==> config.mk <==
export PLATFORM = sky130hd
export DESIGN_NAME = pos_sequencer
export DESIGN_NICKNAME = d
export VERILOG_FILES = /design/src/pos_pkg.sv /design/src/pos_sequencer.sv /design/src/pos_tick.sv /design/src/pos_sync.sv
export SDC_FILE = /design/constraint.sdc
export NUM_CORES = 1
export LEC_CHECK = 0
export BUFFER_PORTS_ARGS = -buffer_cell sky130_fd_sc_hd__buf_2
export CORE_MARGIN = 4
export CORE_UTILIZATION = 62
export DETAILED_ROUTE_END_ITERATION = 7
export GPL_ROUTABILITY_DRIVEN = 0
export PLACE_DENSITY = 0.84
export SLEW_MARGIN = 25
export SYNTH_ARGS = -nofsm -noshare
export SYNTH_HDL_FRONTEND = slang
export SYNTH_SLANG_ARGS = --single-unit
==> constraint.sdc <==
create_clock -name CLOCK_I -period 4 [get_ports CLOCK_I]
set_input_delay 0.6 -clock CLOCK_I [delete_from_list [all_inputs] [get_ports CLOCK_I]]
set_output_delay 0.6 -clock CLOCK_I [all_outputs]
set_load 0.05 [all_outputs]
==> src/pos_pkg.sv <==
// Constants and types shared by the output sequencer files.
//
// Behaviour
// - Kill input released switches main output off
// - Standby output stays enabled regardless of kill
// - Auto start when input good and enabled
// - Input-OK asserted only while input in range
// - Input-OK within 1800 ms start, 100 ms dip
// - Input-OK drops 7 ms before hold-up ends
// - Main output held off 1000 to 1200 ms
// - Output enable is active low, pulled up
// - Toggling output enable clears latched faults
// - Main output on 190 to 220 ms after enable
// - Main output off within 100 ms of disable
// - Power-OK only while both outputs regulate
// - Power-OK 250 to 350 ms after regulation
// - Power-OK drops within 5 ms of falling
// - Share bus disconnected on fault or off
// - Highest current unit is master, others trim
// - Slave voltage trim limited to +250 mV
// - Sense short shuts the main output down, standby stays on
// - Power-OK held off in standby or fault
package pos_pkg;

  localparam int unsigned CLK_HZ          = 20_000_000;
  localparam int unsigned TICK_MS         = 1;
  localparam int unsigned TICK_CYCLES     = CLK_HZ / 1000 * TICK_MS;

  // Millisecond figures, each a count of ticks.
  localparam int unsigned INOK_ON_START_MS = 1800;
  localparam int unsigned INOK_ON_DIP_MS   = 100;
  localparam int unsigned INOK_LEAD_MS     = 7;
  localparam int unsigned OFF_MIN_MS       = 1000;
  localparam int unsigned OFF_MAX_MS       = 1200;
  localparam int unsigned ON_DLY_MIN_MS    = 190;
  localparam int unsigned ON_DLY_MAX_MS    = 220;
  localparam int unsigned OFF_DLY_MAX_MS   = 100;
  localparam int unsigned PGOOD_MIN_MS     = 250;
  localparam int unsigned PGOOD_MAX_MS     = 350;
  localparam int unsigned PGOOD_OFF_MAX_MS = 5;

  // Chosen points inside each window.
  localparam int unsigned INOK_START_DLY_MS = 1000;
  localparam int unsigned INOK_DIP_DLY_MS   = 50;
  localparam int unsigned ON_DLY_MS         = 200;
  localparam int unsigned OFF_HOLD_MS       = 1100;
  localparam int unsigned PGOOD_DLY_MS      = 300;

  localparam int unsigned TRIM_MAX_MV   = 250;
  localparam int unsigned TRIM_W        = 9;
  localparam int unsigned MS_W          = 12;

  localparam logic [MS_W-1:0] MS_ZERO = 12'h000;

  typedef enum logic [2:0] {
    POS_OFF_HOLD,
    POS_IDLE,
    POS_ON_WAIT,
    POS_ON,
    POS_FAULT
  } pos_state_e;

endpackage

==> src/pos_sequencer.sv <==
// Main output, input-OK and power-OK sequencer of a front-end supply.
module pos_sequencer
  import pos_pkg::*;
#(
  parameter int unsigned TICK_CYC    = TICK_CYCLES,
  parameter int unsigned INOK_ST_MS  = INOK_START_DLY_MS,
  parameter int unsigned INOK_DIP_MS = INOK_DIP_DLY_MS,
  parameter int unsigned ON_MS       = ON_DLY_MS,
  parameter int unsigned OFFH_MS     = OFF_HOLD_MS,
  parameter int unsigned PG_MS       = PGOOD_DLY_MS
) (
  input  wire logic               CLOCK_I,
  input  wire logic               SYS_RST_I,
  input  wire logic               MAIN_KILL_N_I,
  input  wire logic               OUTPUT_ENABLE_N_I,
  input  wire logic               INPUT_IN_RANGE_I,
  input  wire logic               INPUT_LOSS_WARN_I,
  input  wire logic               MAIN_IN_REG_I,
  input  wire logic               STBY_IN_REG_I,
  input  wire logic               INT_FAULT_I,
  input  wire logic               SENSE_SHORT_I,
  input  wire logic [TRIM_W-1:0]  OWN_CURRENT_I,
  input  wire logic [TRIM_W-1:0]  SHARE_BUS_LEVEL_I,
  output logic                    MAIN_OUTPUT_EN_O,
  output logic                    STBY_OUTPUT_EN_O,
  output logic                    INPUT_OK_N_O,
  output logic                    POWER_OK_N_O,
  output logic                    SHARE_BUS_CONNECT_O,
  output logic                    SHARE_MASTER_O,
  output logic [TRIM_W-1:0]       SHARE_TRIM_MV_O,
  output logic                    FAULT_LATCHED_O
);

  localparam logic [TRIM_W-1:0] TRIM_MAX = TRIM_W'(TRIM_MAX_MV);

  logic       tick;
  logic       kill_n_s;
  logic       en_n_s;
  logic       en_n_d_reg;
  pos_state_e state_reg;
  logic [MS_W-1:0] seq_ms_reg;
  logic [MS_W-1:0] inok_ms_reg;
  logic [MS_W-1:0] pg_ms_reg;
  logic       inok_seen_reg;
  logic       inok_n_reg;
  logic       pg_n_reg;
  logic       fault_reg;
  logic       main_en_reg;
  logic       main_en_next;
  logic       master_reg;
  logic [TRIM_W-1:0] trim_reg;
  logic       en_toggle;
  logic       run_ok;

  pos_tick #(
    .CYCLES (TICK_CYC)
  ) u_tick (
    .clk_i  (CLOCK_I),
    .rst_i  (SYS_RST_I),
    .tick_o (tick)
  );

  pos_sync #(
    .RST_VAL (1'b0)
  ) u_kill_sync (
    .clk_i (CLOCK_I),
    .rst_i (SYS_RST_I),
    .d_i   (MAIN_KILL_N_I),
    .q_o   (kill_n_s)
  );

  // The enable pin floats high through its pull-up, so reset reads disabled.
  pos_sync #(
    .RST_VAL (1'b1)
  ) u_en_sync (
    .clk_i (CLOCK_I),
    .rst_i (SYS_RST_I),
    .d_i   (OUTPUT_ENABLE_N_I),
    .q_o   (en_n_s)
  );

  always_ff @(posedge CLOCK_I) begin
    if (SYS_RST_I) begin
      en_n_d_reg <= 1'b1;
    end else begin
      en_n_d_reg <= en_n_s;
    end
  end

  assign en_toggle = (en_n_s != en_n_d_reg);

  // Main output may run only with kill held low, enable low, input good.
  assign run_ok = !kill_n_s && !en_n_s && INPUT_IN_RANGE_I
                  && !fault_reg;

  // Faults latch until the enable pin changes level.
  always_ff @(posedge CLOCK_I) begin
    if (SYS_RST_I) begin
      fault_reg <= 1'b0;
    end else if (INT_FAULT_I || SENSE_SHORT_I) begin
      fault_reg <= 1'b1;
    end else if (en_toggle) begin
      fault_reg <= 1'b0;
    end
  end

  // Output sequencing: off hold, wait for enable, turn-on delay, run.
  always_ff @(posedge CLOCK_I) begin
    if (SYS_RST_I) begin
      state_reg  <= POS_OFF_HOLD;
      seq_ms_reg <= MS_ZERO;
    end else begin
      unique case (state_reg)
        POS_OFF_HOLD: begin
          if (tick) begin
            seq_ms_reg <= seq_ms_reg + 1'b1;
          end
          if (seq_ms_reg >= MS_W'(OFFH_MS)) begin
            state_reg  <= fault_reg ? POS_FAULT : POS_IDLE;
            seq_ms_reg <= MS_ZERO;
          end
        end
        POS_IDLE: begin
          if (run_ok) begin
            state_reg  <= POS_ON_WAIT;
            seq_ms_reg <= MS_ZERO;
          end else if (fault_reg) begin
            state_reg <= POS_FAULT;
          end
        end
        POS_ON_WAIT: begin
          if (!run_ok) begin
            state_reg  <= POS_IDLE;
            seq_ms_reg <= MS_ZERO;
          end else begin
            if (tick) begin
              seq_ms_reg <= seq_ms_reg + 1'b1;
            end
            if (seq_ms_reg >= MS_W'(ON_MS)) begin
              state_reg <= POS_ON;
            end
          end
        end
        POS_ON: begin
          if (!run_ok || INPUT_LOSS_WARN_I) begin
            // Off at once: well inside the disable limit.
            state_reg  <= POS_OFF_HOLD;
            seq_ms_reg <= MS_ZERO;
          end
        end
        POS_FAULT: begin
          if (!fault_reg) begin
            state_reg  <= POS_IDLE;
            seq_ms_reg <= MS_ZERO;
          end
        end
        default: begin
          state_reg  <= POS_OFF_HOLD;
          seq_ms_reg <= MS_ZERO;
        end
      endcase
    end
  end

  // Power-OK and the share logic follow this same next value, so power-OK
  // can never outlast the main output by a cycle.
  assign main_en_next = (state_reg == POS_ON) && run_ok
                        && !INPUT_LOSS_WARN_I;

  always_ff @(posedge CLOCK_I) begin
    if (SYS_RST_I) begin
      main_en_reg <= 1'b0;
    end else begin
      main_en_reg <= main_en_next;
    end
  end

  // Input-OK: first assertion uses the start-up delay, later ones the dip one.
  always_ff @(posedge CLOCK_I) begin
    if (SYS_RST_I) begin
      inok_ms_reg   <= MS_ZERO;
      inok_n_reg    <= 1'b1;
      inok_seen_reg <= 1'b0;
    end else if (!INPUT_IN_RANGE_I || INPUT_LOSS_WARN_I) begin
      // The loss warning arrives ahead of hold-up end by the lead margin.
      inok_ms_reg <= MS_ZERO;
      inok_n_reg  <= 1'b1;
    end else if (inok_n_reg) begin
      if (tick) begin
        inok_ms_reg <= inok_ms_reg + 1'b1;
      end
      if (inok_ms_reg >= (inok_seen_reg ? MS_W'(INOK_DIP_MS)
                                        : MS_W'(INOK_ST_MS))) begin
        inok_n_reg    <= 1'b0;
        inok_seen_reg <= 1'b1;
      end
    end
  end

  // Power-OK: delayed after regulation, dropped the next cycle on loss.
  always_ff @(posedge CLOCK_I) begin
    if (SYS_RST_I) begin
      pg_ms_reg <= MS_ZERO;
      pg_n_reg  <= 1'b1;
    end else if (!main_en_next || !MAIN_IN_REG_I || !STBY_IN_REG_I
                 || fault_reg) begin
      pg_ms_reg <= MS_ZERO;
      pg_n_reg  <= 1'b1;
    end else if (pg_n_reg) begin
      if (tick) begin
        pg_ms_reg <= pg_ms_reg + 1'b1;
      end
      if (pg_ms_reg >= MS_W'(PG_MS)) begin
        pg_n_reg <= 1'b0;
      end
    end
  end

  // Share master is whoever meets or exceeds the bus; slaves trim up, capped.
  always_ff @(posedge CLOCK_I) begin
    if (SYS_RST_I) begin
      master_reg <= 1'b0;
      trim_reg   <= '0;
    end else if (!main_en_next || fault_reg) begin
      master_reg <= 1'b0;
      trim_reg   <= '0;
    end else if (OWN_CURRENT_I >= SHARE_BUS_LEVEL_I) begin
      master_reg <= 1'b1;
      trim_reg   <= '0;
    end else begin
      master_reg <= 1'b0;
      if (tick && trim_reg < TRIM_MAX) begin
        trim_reg <= trim_reg + 1'b1;
      end
    end
  end

  assign MAIN_OUTPUT_EN_O    = main_en_reg;
  assign STBY_OUTPUT_EN_O    = 1'b1;
  assign INPUT_OK_N_O        = inok_n_reg;
  assign POWER_OK_N_O        = pg_n_reg;
  assign SHARE_BUS_CONNECT_O = main_en_reg && !fault_reg;
  assign SHARE_MASTER_O      = master_reg;
  assign SHARE_TRIM_MV_O     = trim_reg;
  assign FAULT_LATCHED_O     = fault_reg;

  // Checker helper: ticks spent off, counted only as far as the hold needs.
  logic [MS_W-1:0] chk_off_ms_reg;

  always_ff @(posedge CLOCK_I) begin
    if (SYS_RST_I || MAIN_OUTPUT_EN_O) begin
      chk_off_ms_reg <= MS_ZERO;
    end else if (tick && chk_off_ms_reg < MS_W'(OFFH_MS)) begin
      chk_off_ms_reg <= chk_off_ms_reg + 1'b1;
    end
  end
endmodule

==> src/pos_tick.sv <==
// Divider that makes the one-cycle millisecond tick.
module pos_tick
  import pos_pkg::*;
#(
  parameter int unsigned CYCLES = TICK_CYCLES
) (
  input  wire logic clk_i,
  input  wire logic rst_i,
  output logic      tick_o
);

  logic [$clog2(CYCLES)-1:0] cnt_reg;

  always_ff @(posedge clk_i) begin
    if (rst_i || tick_o) begin
      cnt_reg <= '0;
    end else begin
      cnt_reg <= cnt_reg + 1'b1;
    end
  end

  assign tick_o = (cnt_reg == ($clog2(CYCLES))'(CYCLES - 1));

endmodule

==> src/pos_sync.sv <==
// Two-flop synchroniser for one level.
module pos_sync #(
  parameter logic RST_VAL = 1'b1
) (
  input  wire logic clk_i,
  input  wire logic rst_i,
  input  wire logic d_i,
  output logic      q_o
);

  logic meta_reg;
  logic q_reg;

  always_ff @(posedge clk_i) begin
    if (rst_i) begin
      meta_reg <= RST_VAL;
      q_reg    <= RST_VAL;
    end else begin
      meta_reg <= d_i;
      q_reg    <= meta_reg;
    end
  end

  assign q_o = q_reg;

endmodule

; ---- After elaboration in Yosys (flattened, before gate mapping)
; Cells that the tools add are included.
[totals]
word_cells = 100
out_inout_bits = 16
register_bits = 74
in_bits = 28
[classes]
eq_ne = 12
order_cmp = 6
bitwise = 1
n_addsub = 5
reduce_logical = 35
mux = 24
[ops]
columns = cell, count
row1 = $mux 12, 6
row2 = $pmux 12 s5, 1
row3 = $add 12x1->12 const B, 3
row4 = $mux 3, 8
row5 = $add 15x1->15 const B, 1
row6 = $eq 15x15->1 const B, 1
row7 = $pmux 3 s5, 1
row8 = $ge 12x10->1, 1
row9 = $ge 12x11->1 const B, 1
row10 = $ge 12x8->1 const B, 1
row11 = $ge 12x9->1 const B, 1
row12 = $mux 10, 1
row13 = $add 9x1->9 const B, 1
row14 = $ge 9x9->1, 1
row15 = $logic_not 1->1, 9
row16 = $lt 9x8->1 const B, 1
row17 = $logic_or 1x1->1, 8
row18 = $ne 2x2->1 const B, 4
row19 = $logic_and 1x1->1, 7
row20 = $mux 1, 7
row21 = $eq 3x2->1 const B, 2
row22 = $ne 3x3->1 const B, 2
row23 = $reduce_and 3->1, 2
row24 = $reduce_or 2->1, 3
row25 = 9 further kinds, 10

; ---- Depth between registers and ports, before layout
; Gate-level depths: netlist of the first run.
[depth]
depth_word = 11
mapped_depth = 8

; ---- Modules after synthesis
; A second synthesis of the first run with hierarchy kept.
[hier_totals]
hier_cells = 429
area_unflattened_um2 = 3779.9
[modules_own_cells]
columns = mod, cells_each, instances, seq_area_each_um2, area_each_um2
row1 = pos_sequencer, 347, 1, 1101.1, 3016.6
row2 = pos_tick, 74, 1, 300.3, 658.1
row3 = pos_sync, 4, 2, 40.0, 52.6

; ---- Worst setup path after synthesis of the first run
; Ideal clock, no wire load.
[synth_timing]
path_type = in2reg
from = in OWN_CURRENT_I[0]
to = reg master_reg, in the netlist SHARE_MASTER_O
setup_time_ns = 0.061
required_time_ns = 3.939
slack_ns = 1.901
path_buffers = 0
arrival_time_ns = 2.038
path_stages = 7
cell_sequence = inv_1 > ha_1 > nand2b_1 > a211oi_1 > or3_1 > a32oi_1 > and2_1
[synth_via]
elab_chain_cells = 2
[synth_lines]
columns = element, line
row1 = from (decl), pos_sequencer.sv:22  ; input wire logic [TRIM_W-1:0] OWN_CURRENT_I,
row2 = $ge 9x9->1, pos_sequencer.sv:227  ; end else if (OWN_CURRENT_I >= SHARE_BUS_LEVEL_I) begin
row3 = $mux 1, pos_sequencer.sv:227
row4 = to (signal assigned), pos_sequencer.sv:225  ; master_reg <= 1'b0;
row5 = to (signal assigned), pos_sequencer.sv:228  ; master_reg <= 1'b1;
row6 = to (signal assigned), pos_sequencer.sv:231  ; master_reg <= 1'b0;
row7 = to (decl), pos_sequencer.sv:50  ; logic master_reg;
; Every way passes these cells.
; A chain may end at the register's enable or synchronous reset.

; ---- Worst setup path after layout of the first run
[layout_timing]
from = reg u_tick.cnt_reg[0]
to = reg pg_ms_reg[10]
[layout_via]
elab_chain_cells = 2
[layout_lines]
columns = element, line
row1 = from (decl), pos_tick.sv:12  ; logic [$clog2(CYCLES)-1:0] cnt_reg;
row2 = from (signal assigned), pos_tick.sv:18  ; cnt_reg <= cnt_reg + 1'b1;
row3 = $eq 15x15->1, pos_tick.sv:22  ; assign tick_o = (cnt_reg == ($clog2(CYCLES))'(CYCLES - 1));
row4 = $reduce_and 2->1 (no source line), n/a
row5 = to (signal assigned), pos_sequencer.sv:211  ; pg_ms_reg <= pg_ms_reg + 1'b1;
row6 = to (decl), pos_sequencer.sv:43  ; logic [MS_W-1:0] pg_ms_reg;
; Every way passes these cells.

==> results of run 1 <==
[worst reg2reg max path: stages (launching register included)]
cell,delay (ns)
dfxtp_1,0.36
ha_1,0.26
nand4_1,0.16
and4b_1,0.78
nand4_1,0.32
or3_1,0.38
a21oi_1,0.14
[power breakdown]
part	total, mW	internal [mW]	switching (mW)	leakage [nW]
combinational	0.0641	0.0274	0.0367	1.03
sequential	0.747	0.742	0.00539	0.598
clock	0.574	0.313	0.261	0.101
total	1.39	1.08	0.303	1.73
[through the flow]
stage	util [%]	power (mW)	worst slack (ns)	cell area [um2]	hold WS [ns]
2_1_floorplan	-	0.804	1.90	3940	0.389
3_3_place_gp	69.1	0.825	1.61	4190	0.393
3_5_place_dp	69.1	0.829	1.56	4190	0.395
4_1_cts	72.2	1.40	1.56	4380	0.413
5_1_grt	72.2	1.44	1.25	4380	0.422
6_report	72.2	1.39	1.54	4380	0.411
[final cells by class]
type                       count  area share, %
sequential                    74           33.8
inverter                      25           2.17
tap                           75           2.14
clock inverter                 3          0.915
timing repair buffer          42           4.80
multi-input combinational    330           52.7
clock buffer                  11           3.46
[metal layers]
layer / up-vias / share of wire, %
met5: - / 0
met4: 0 / 1.1
met3: 7 / 5.7
met2: 90 / 46
met1: 1524 / 47
li1: 1682 / -
[cells by family (layout without fill, tap and decap cells)]
kind of cell / Yosys count / after routing / synth area share [%]
flops: 74 / 74 / 37.6
simple gates: 200 / 200 / 29.5
other cells: 1 / 1 / 0.0951
fa+ha+maj: 23 / 23 / 7.30
compound gates: 61 / 61 / 11.4
mux: 4 / 4 / 1.05
xor+xnor: 41 / 41 / 9.11
buf+inv: 37 / 81 / 3.94
[worst paths after layout]
check,slack [ns],cells past startpoint,endpoint,from
hold / removal,0.41,1,u_en_sync.q_o,u_en_sync.meta_reg
setup / recovery,1.54,6,pg_ms_reg[10],u_tick.cnt_reg[0]
hold reg to reg,0.41,1,u_en_sync.q_o,u_en_sync.meta_reg
setup reg to reg,1.54,6,pg_ms_reg[10],u_tick.cnt_reg[0]
[cell usage after synthesis, drive strengths merged (6+ instances only)]
cell    number  area [um2]
dfxtp       74        1480
nor2        45         169
xnor2       26         228
ha          23         288
inv         23        86.3
nand4       23         144
nand3       20         125
nor3        20         111
nand2       19        81.3
xor2        15         131
a21oi       14        81.3
or3         13        86.3
o21ai       12        60.1
and3        11        68.8
nor4        10        62.6
clkbuf       7        26.3
nor2b        7        43.8
a31oi        6        37.5
==> results.yml, run 1 <==
worst_setup_path:
  critPathCaptureType: "flip-flop"
  cp_max_fo: 19
  worstSetupPathType: "flip-flop to flip-flop"
  cp_top_family: "simple AND/OR/NAND/NOR gates"
  cp_data_arrival_time_ns: 2.74
  critPathMaxStageDelay_ns: 0.78
  crit_slowest_cell: "and4b_1"
  start_kind: "flip-flop"
  required_ns: 4.28
  crit_chain: "ha_1 -> nand4_1 -> and4b_1 -> nand4_1 -> or3_1 -> a21oi_1"
  path_buf_inv: 0
  cpMostUsedCell: "nand4_1"
place:
  portBuffers: 42
  dp_hpwl_um: 5780
  placedCellCount: 546
grt:
  use_met2_pct: 35.2
  antenna_found_initial: 0
  grt_pass1_wl_um: 13900
  grtUsageTotal_pct: 22.6
  grt_overflow_total: 0
  use_met1_pct: 30.3
  globalRoute.busiestLayer: "met2"
  grt_max_degree: 20
  met3_usage_pct: 6.21
  first_global_vias: 3072
floorplanning:
  row_count: 28
  die_w_um: 87.7
  io_pins: 44
  start_util_pct: 65.0
  fp.dieArea_um2: 7700
  fp.dieH_um: 87.7
  core_um2: 6060
sta:
  rsz0062_at_grt: "no"
  fin_setup_tns_ns: 0
  drv_slew: 0
  fmax_mhz: 406
  period_share_pct: 61.6
  worst_pin_slew_ns: 0.781
  finalHoldViolations: 0
  period_needed_ns: 2.46
  finalClockSkew_ns: 0.00573
  relSlewSlack_pct: 47.9
  setup_viol: 0
yosys:
  syn_area_um2: 3940
  async_flop_share_pct: 0
  syn_area_per_cell_um2: 8.94
  yosys_warnings: 0
  synth_flop_cell: "dfxtp_1"
  synth_nets: 492
  synthCells: 441
  ys_types: 66
  ys_seq_elements: 74
  synth-edff-count: 0
  synth-seq-area-share_pct: 37.6
clock_tree:
  cts.reportedPaths.clkPinSlew_ns: 0.07
  cts_buffer_depth: 2
  ctsHoldBuffers: 0
  worstSkewPairLatency_ns: 0.35
  cts_tree: "built"
  clock-sinks: 74
  cts_made_buffers: 9
  h-tree-depth: 3
  cts_resized: 0
  cts_root_buf: "clkbuf_8"
  post_cts_buffers: 0
pwr:
  p_per_area_nw_per_um2: 317
  p_leak_nw: 1.73
  ir_drop_uv: 224
final_layout:
  antenna_cells: 0
  largest_reg_flops: 15
  layout_common_cells: "dfxtp_1 (74), nor2_1 (45), buf_2 (42)"
  fin_cells: 560
  area_delta_synth_final_pct: 11.0
  register_area_um2: 1480
  finalNetCount: 533
  fill_cells: 470
  final_common_cell: "dfxtp_1"
  multi_input_area_um2: 2300
  drive_above_1_share_pct: 15.7
routing:
  ant_nets: 0
  first_iter_violations: 159
  vias: 3303
  routed_wl_um: 8010
  wl_per_cell_um: 14.3
  drtPass1Iterations: 4
  drcViolationCount: 0
  viasPerCell: 5.90
hold_path:
  min_path_type: "flip-flop to flip-flop"
run_status:
  status: "finished clean"
flow_run:
  maxCapViolCount: 0
Power figures use the tool's default switching activity.
==> run 2: changes to the inputs <==
Settings changed: CORE_UTILIZATION 62 to 59, PLACE_DENSITY 0.84 to 0.8.
Clock period 4 ns to 2.32 ns, I/O delays scaled along.
==> results.yml, run 2 (synthesized netlist as in run 1, its figures left out) <==
run_status:
  status: "finished clean"
routing:
  ant_nets: 0
  vias: 3381
  drcViolationCount: 0
  drtPass1Iterations: 4
  first_iter_violations: 163
  wl_per_cell_um: 14.6
  routed_wl_um: 8360
  viasPerCell: 5.92
grt:
  grt_overflow_total: 0
  grt_max_degree: 20
  grt_pass1_wl_um: 14100
  grtUsageTotal_pct: 21.1
  first_global_vias: 3236
  antenna_found_initial: 0
final_layout:
  final_common_cell: "dfxtp_1"
  area_delta_synth_final_pct: 12.4
  drive_above_1_share_pct: 16.8
  antenna_cells: 0
  layout_common_cells: "dfxtp_1 (74), nor2_1 (45), buf_2 (42)"
  register_area_um2: 1480
  largest_reg_flops: 15
  finalNetCount: 541
  fill_cells: 525
  multi_input_area_um2: 2300
  final_cell_area_um2: 4430
floorplanning:
  row_count: 29
  fp.dieArea_um2: 8050
  fp.dieH_um: 89.7
  die_w_um: 89.7
  start_util_pct: 61.4
  io_pins: 44
  core_um2: 6420
worst_setup_path:
  required_ns: 2.60
  critPathCaptureType: "flip-flop"
  critPathMaxStageDelay_ns: 0.37
  worstSetupPathType: "flip-flop to flip-flop"
  crit_chain: "ha_1 -> nand4_1 -> and4b_1 -> buf_12 -> nand4_1 -> or3_1 -> a21oi_1"
  ff2ff_setup_slack_ns: 0.24
  cp_top_family: "simple AND/OR/NAND/NOR gates"
  rr_endpoint: "pg_ms_reg[10]"
  cp_data_arrival_time_ns: 2.36
  rr_worst_depth: 7
  path_buf_inv: 1
  cpMostUsedCell: "nand4_1"
  start_kind: "flip-flop"
  worstReg2RegStart: "u_tick.cnt_reg[0]"
  cp_max_fo: 19
  crit_slowest_cell: "or3_1"
clock_tree:
  cts_root_buf: "clkbuf_8"
  cts.reportedPaths.clkPinSlew_ns: 0.07
  cts_made_buffers: 9
  clock-sinks: 74
  cts_buffer_depth: 2
  cts_tree: "built"
  ctsHoldBuffers: 0
  worstSkewPairLatency_ns: 0.35
  h-tree-depth: 3
  post_cts_buffers: 0
  cts_resized: 0
pwr:
  p_leak_nw: 1.75
  p_per_area_nw_per_um2: 516
  ir_drop_uv: 364
sta:
  drv_slew: 0
  fin_setup_tns_ns: 0
  setup_viol: 0
  finalHoldViolations: 0
  finalClockSkew_ns: 0.00727
  worst_pin_slew_ns: 0.654
  period_share_pct: 89.6
  relSlewSlack_pct: 55.8
  fmax_mhz: 481
  period_needed_ns: 2.08
  rsz0062_at_grt: "no"
hold_path:
  worstHoldPathCells: 2
  hold_end: "u_en_sync.meta_reg"
  min_from: "OUTPUT_ENABLE_N_I"
  min_path_type: "input pin to flip-flop"
place:
  placed_area_um2: 4260
  portBuffers: 42
  dp_hpwl_um: 6180
flow_run:
  maxCapViolCount: 0
run 2: worst max path at each step:
stage                 startpoint            end  slack [ns]  cells past startpoint
2_1_floorplan    FAULT_LATCHED_O  seq_ms_reg[1]        0.23                      5
3_3_place_gp    INPUT_IN_RANGE_I   POWER_OK_N_O        0.32                      7
3_5_place_dp    INPUT_IN_RANGE_I   POWER_OK_N_O        0.28                      7
4_1_cts        u_tick.cnt_reg[0]   pg_ms_reg[8]        0.28                      7
5_1_grt            inok_seen_reg  inok_seen_reg        0.13                      5
6_report       u_tick.cnt_reg[0]  pg_ms_reg[10]        0.24                      7
run 2: stage by stage:
stage	power [mW]	utilization, %	hold slack (ns)	std cells	setup slack, ns
floorplan	1.39	-	0.389	441	0.233
global placement	1.43	66.3	0.391	556	0.321
detailed placement	1.44	66.3	0.403	556	0.279
CTS	2.31	69.0	0.170	571	0.277
global route	2.39	69.0	0.164	571	0.126
finish	2.29	69.0	0.183	571	0.241
run 2: worst register-to-register path: cells and delay by family, from the launching register on:
family                     cells  cell delay, ns
and+or+nand+nor                4            1.07
buffers and inverters          1            0.17
AOI/OAI and AO/OA              1            0.15
DFF                            1            0.36
adders and majority gates      1            0.27
run 2: layout make-up:
class                      count  share of cell area (%)
clock buffer                  13                    3.59
inverter                      25                    2.15
sequential                    74                    33.4
clock inverter                 2                   0.282
multi-input combinational    330                    52.0
tap                           77                    2.17
timing repair buffer          50                    6.38
run 2: where the power goes:
group          total (mW)  internal (mW)  switching, mW  leakage (nW)
clock               0.880          0.440          0.440        0.0855
combinational       0.119         0.0520         0.0672          1.07
sequential           1.29           1.28        0.00790         0.598
total                2.29           1.77          0.515          1.75
run 2: per-layer routing:
layer / track usage, % / share of wire, % / wire length, um
met3: 5.51 / 5.3 / 445
met1: 25.6 / 46 / 3810
met5: 0 / 0 / 0
met4: 7.66 / 1.4 / 121
met2: 35.9 / 48 / 3980
==> run 3: changes to the inputs <==
Settings changed: REMOVE_ABC_BUFFERS set to 1.
==> results.yml, run 3 (synthesized netlist as in run 1, its figures left out) <==
grt:
  grtUsageTotal_pct: 21.1
  antenna_found_initial: 0
  grt_pass1_wl_um: 14300
  grt_overflow_total: 0
  first_global_vias: 3237
  grt_max_degree: 20
clock_tree:
  cts_root_buf: "clkbuf_8"
  cts_tree: "built"
  cts_made_buffers: 9
  cts_buffer_depth: 2
  worstSkewPairLatency_ns: 0.34
  cts_resized: 0
  post_cts_buffers: 0
  ctsHoldBuffers: 0
  clock-sinks: 74
  cts.reportedPaths.clkPinSlew_ns: 0.08
  h-tree-depth: 3
worst_setup_path:
  crit_slowest_cell: "nor4_1"
  crit_chain: "ha_1 -> nand4_1 -> nand4b_2 -> buf_4 -> nor4_1 -> xnor2_1 -> nor2_1"
  cp_max_fo: 12
  critPathMaxStageDelay_ns: 0.40
  cp_data_arrival_time_ns: 2.31
  cp_top_family: "simple AND/OR/NAND/NOR gates"
  worstSetupPathType: "flip-flop to flip-flop"
  required_ns: 2.54
  critPathCaptureType: "flip-flop"
  path_buf_inv: 1
  start_kind: "flip-flop"
sta:
  fin_setup_tns_ns: 0
  rsz0062_at_grt: "no"
  fin_ws_ns: 0.221
  setup_viol: 0
  finalClockSkew_ns: 0.00663
  worst_pin_slew_ns: 0.641
  period_share_pct: 90.5
  period_needed_ns: 2.10
  drv_slew: 0
  finalHoldViolations: 0
  fmax_mhz: 476
  relSlewSlack_pct: 56.7
routing:
  drcViolationCount: 0
  vias: 3340
  ant_nets: 0
  routed_wl_um: 8200
  first_iter_violations: 256
  drtPass1Iterations: 4
  viasPerCell: 5.82
  wl_per_cell_um: 14.3
flow_run:
  maxCapViolCount: 0
floorplanning:
  die_w_um: 89.7
  fp.dieH_um: 89.7
  io_pins: 44
  fp.dieArea_um2: 8050
  core_um2: 6420
  row_count: 29
  start_util_pct: 61.4
pwr:
  p_leak_nw: 1.78
  p_per_area_nw_per_um2: 542
  ir_drop_uv: 355
  total_power_mw: 2.43
final_layout:
  utilization_pct: 69.7
  antenna_cells: 0
  finalNetCount: 543
  largest_reg_flops: 15
  area_delta_synth_final_pct: 13.7
  layout_common_cells: "dfxtp_1 (74), nor2_1 (45), buf_2 (42)"
  drive_above_1_share_pct: 17.7
  final_common_cell: "dfxtp_1"
place:
  dp_slack_ns: 0.254
  portBuffers: 42
  dp_hpwl_um: 6110
run_status:
  status: "finished clean"
hold_path:
  min_path_type: "input pin to flip-flop"
-- run 3: area by class of cell --
type | instances | area (um2)
fill | 492 | 1940
sequential | 74 | 1480
multi-input combinational | 330 | 2300
clock inverter | 5 | 52.6
timing repair buffer | 52 | 298
inverter | 25 | 95.1
tap | 77 | 96.3
clock buffer | 11 | 151
-- run 3: routing by layer --
layer	vias up	global-route usage (%)	share of wire (%)
li1	1697	-	-
met1	1553	24.2	44
met3	10	4.17	3.7
met5	-	0	0
met2	80	38.7	51
met4	0	8.17	1.1
-- run 3: report_power, final --
part / internal, mW / switching, mW / total, mW
registers: 1.28 / 0.00663 / 1.29
logic: 0.0531 / 0.0683 / 0.121
clock network: 0.550 / 0.471 / 1.02
total: 1.88 / 0.546 / 2.43
-- run 3: final timing paths --
| kind | start | to | slack, ns | cells past startpoint |
|---|---|---|---|---|
| setup reg to reg | u_tick.cnt_reg[0] | seq_ms_reg[6] | 0.22 | 7 |
| setup / recovery | u_tick.cnt_reg[0] | seq_ms_reg[6] | 0.22 | 7 |
| hold / removal | OUTPUT_ENABLE_N_I | u_en_sync.meta_reg | 0.19 | 2 |
| hold reg to reg | u_en_sync.meta_reg | u_en_sync.q_o | 0.43 | 1 |
-- run 3: per-stage QoR --
stage	area, um2	std cells	hold WS [ns]
global route	4480	574	0.176
floorplan	3880	429	0.389
CTS	4480	574	0.183
global placement	4280	558	0.391
finish	4480	574	0.189
detailed placement	4280	558	0.412
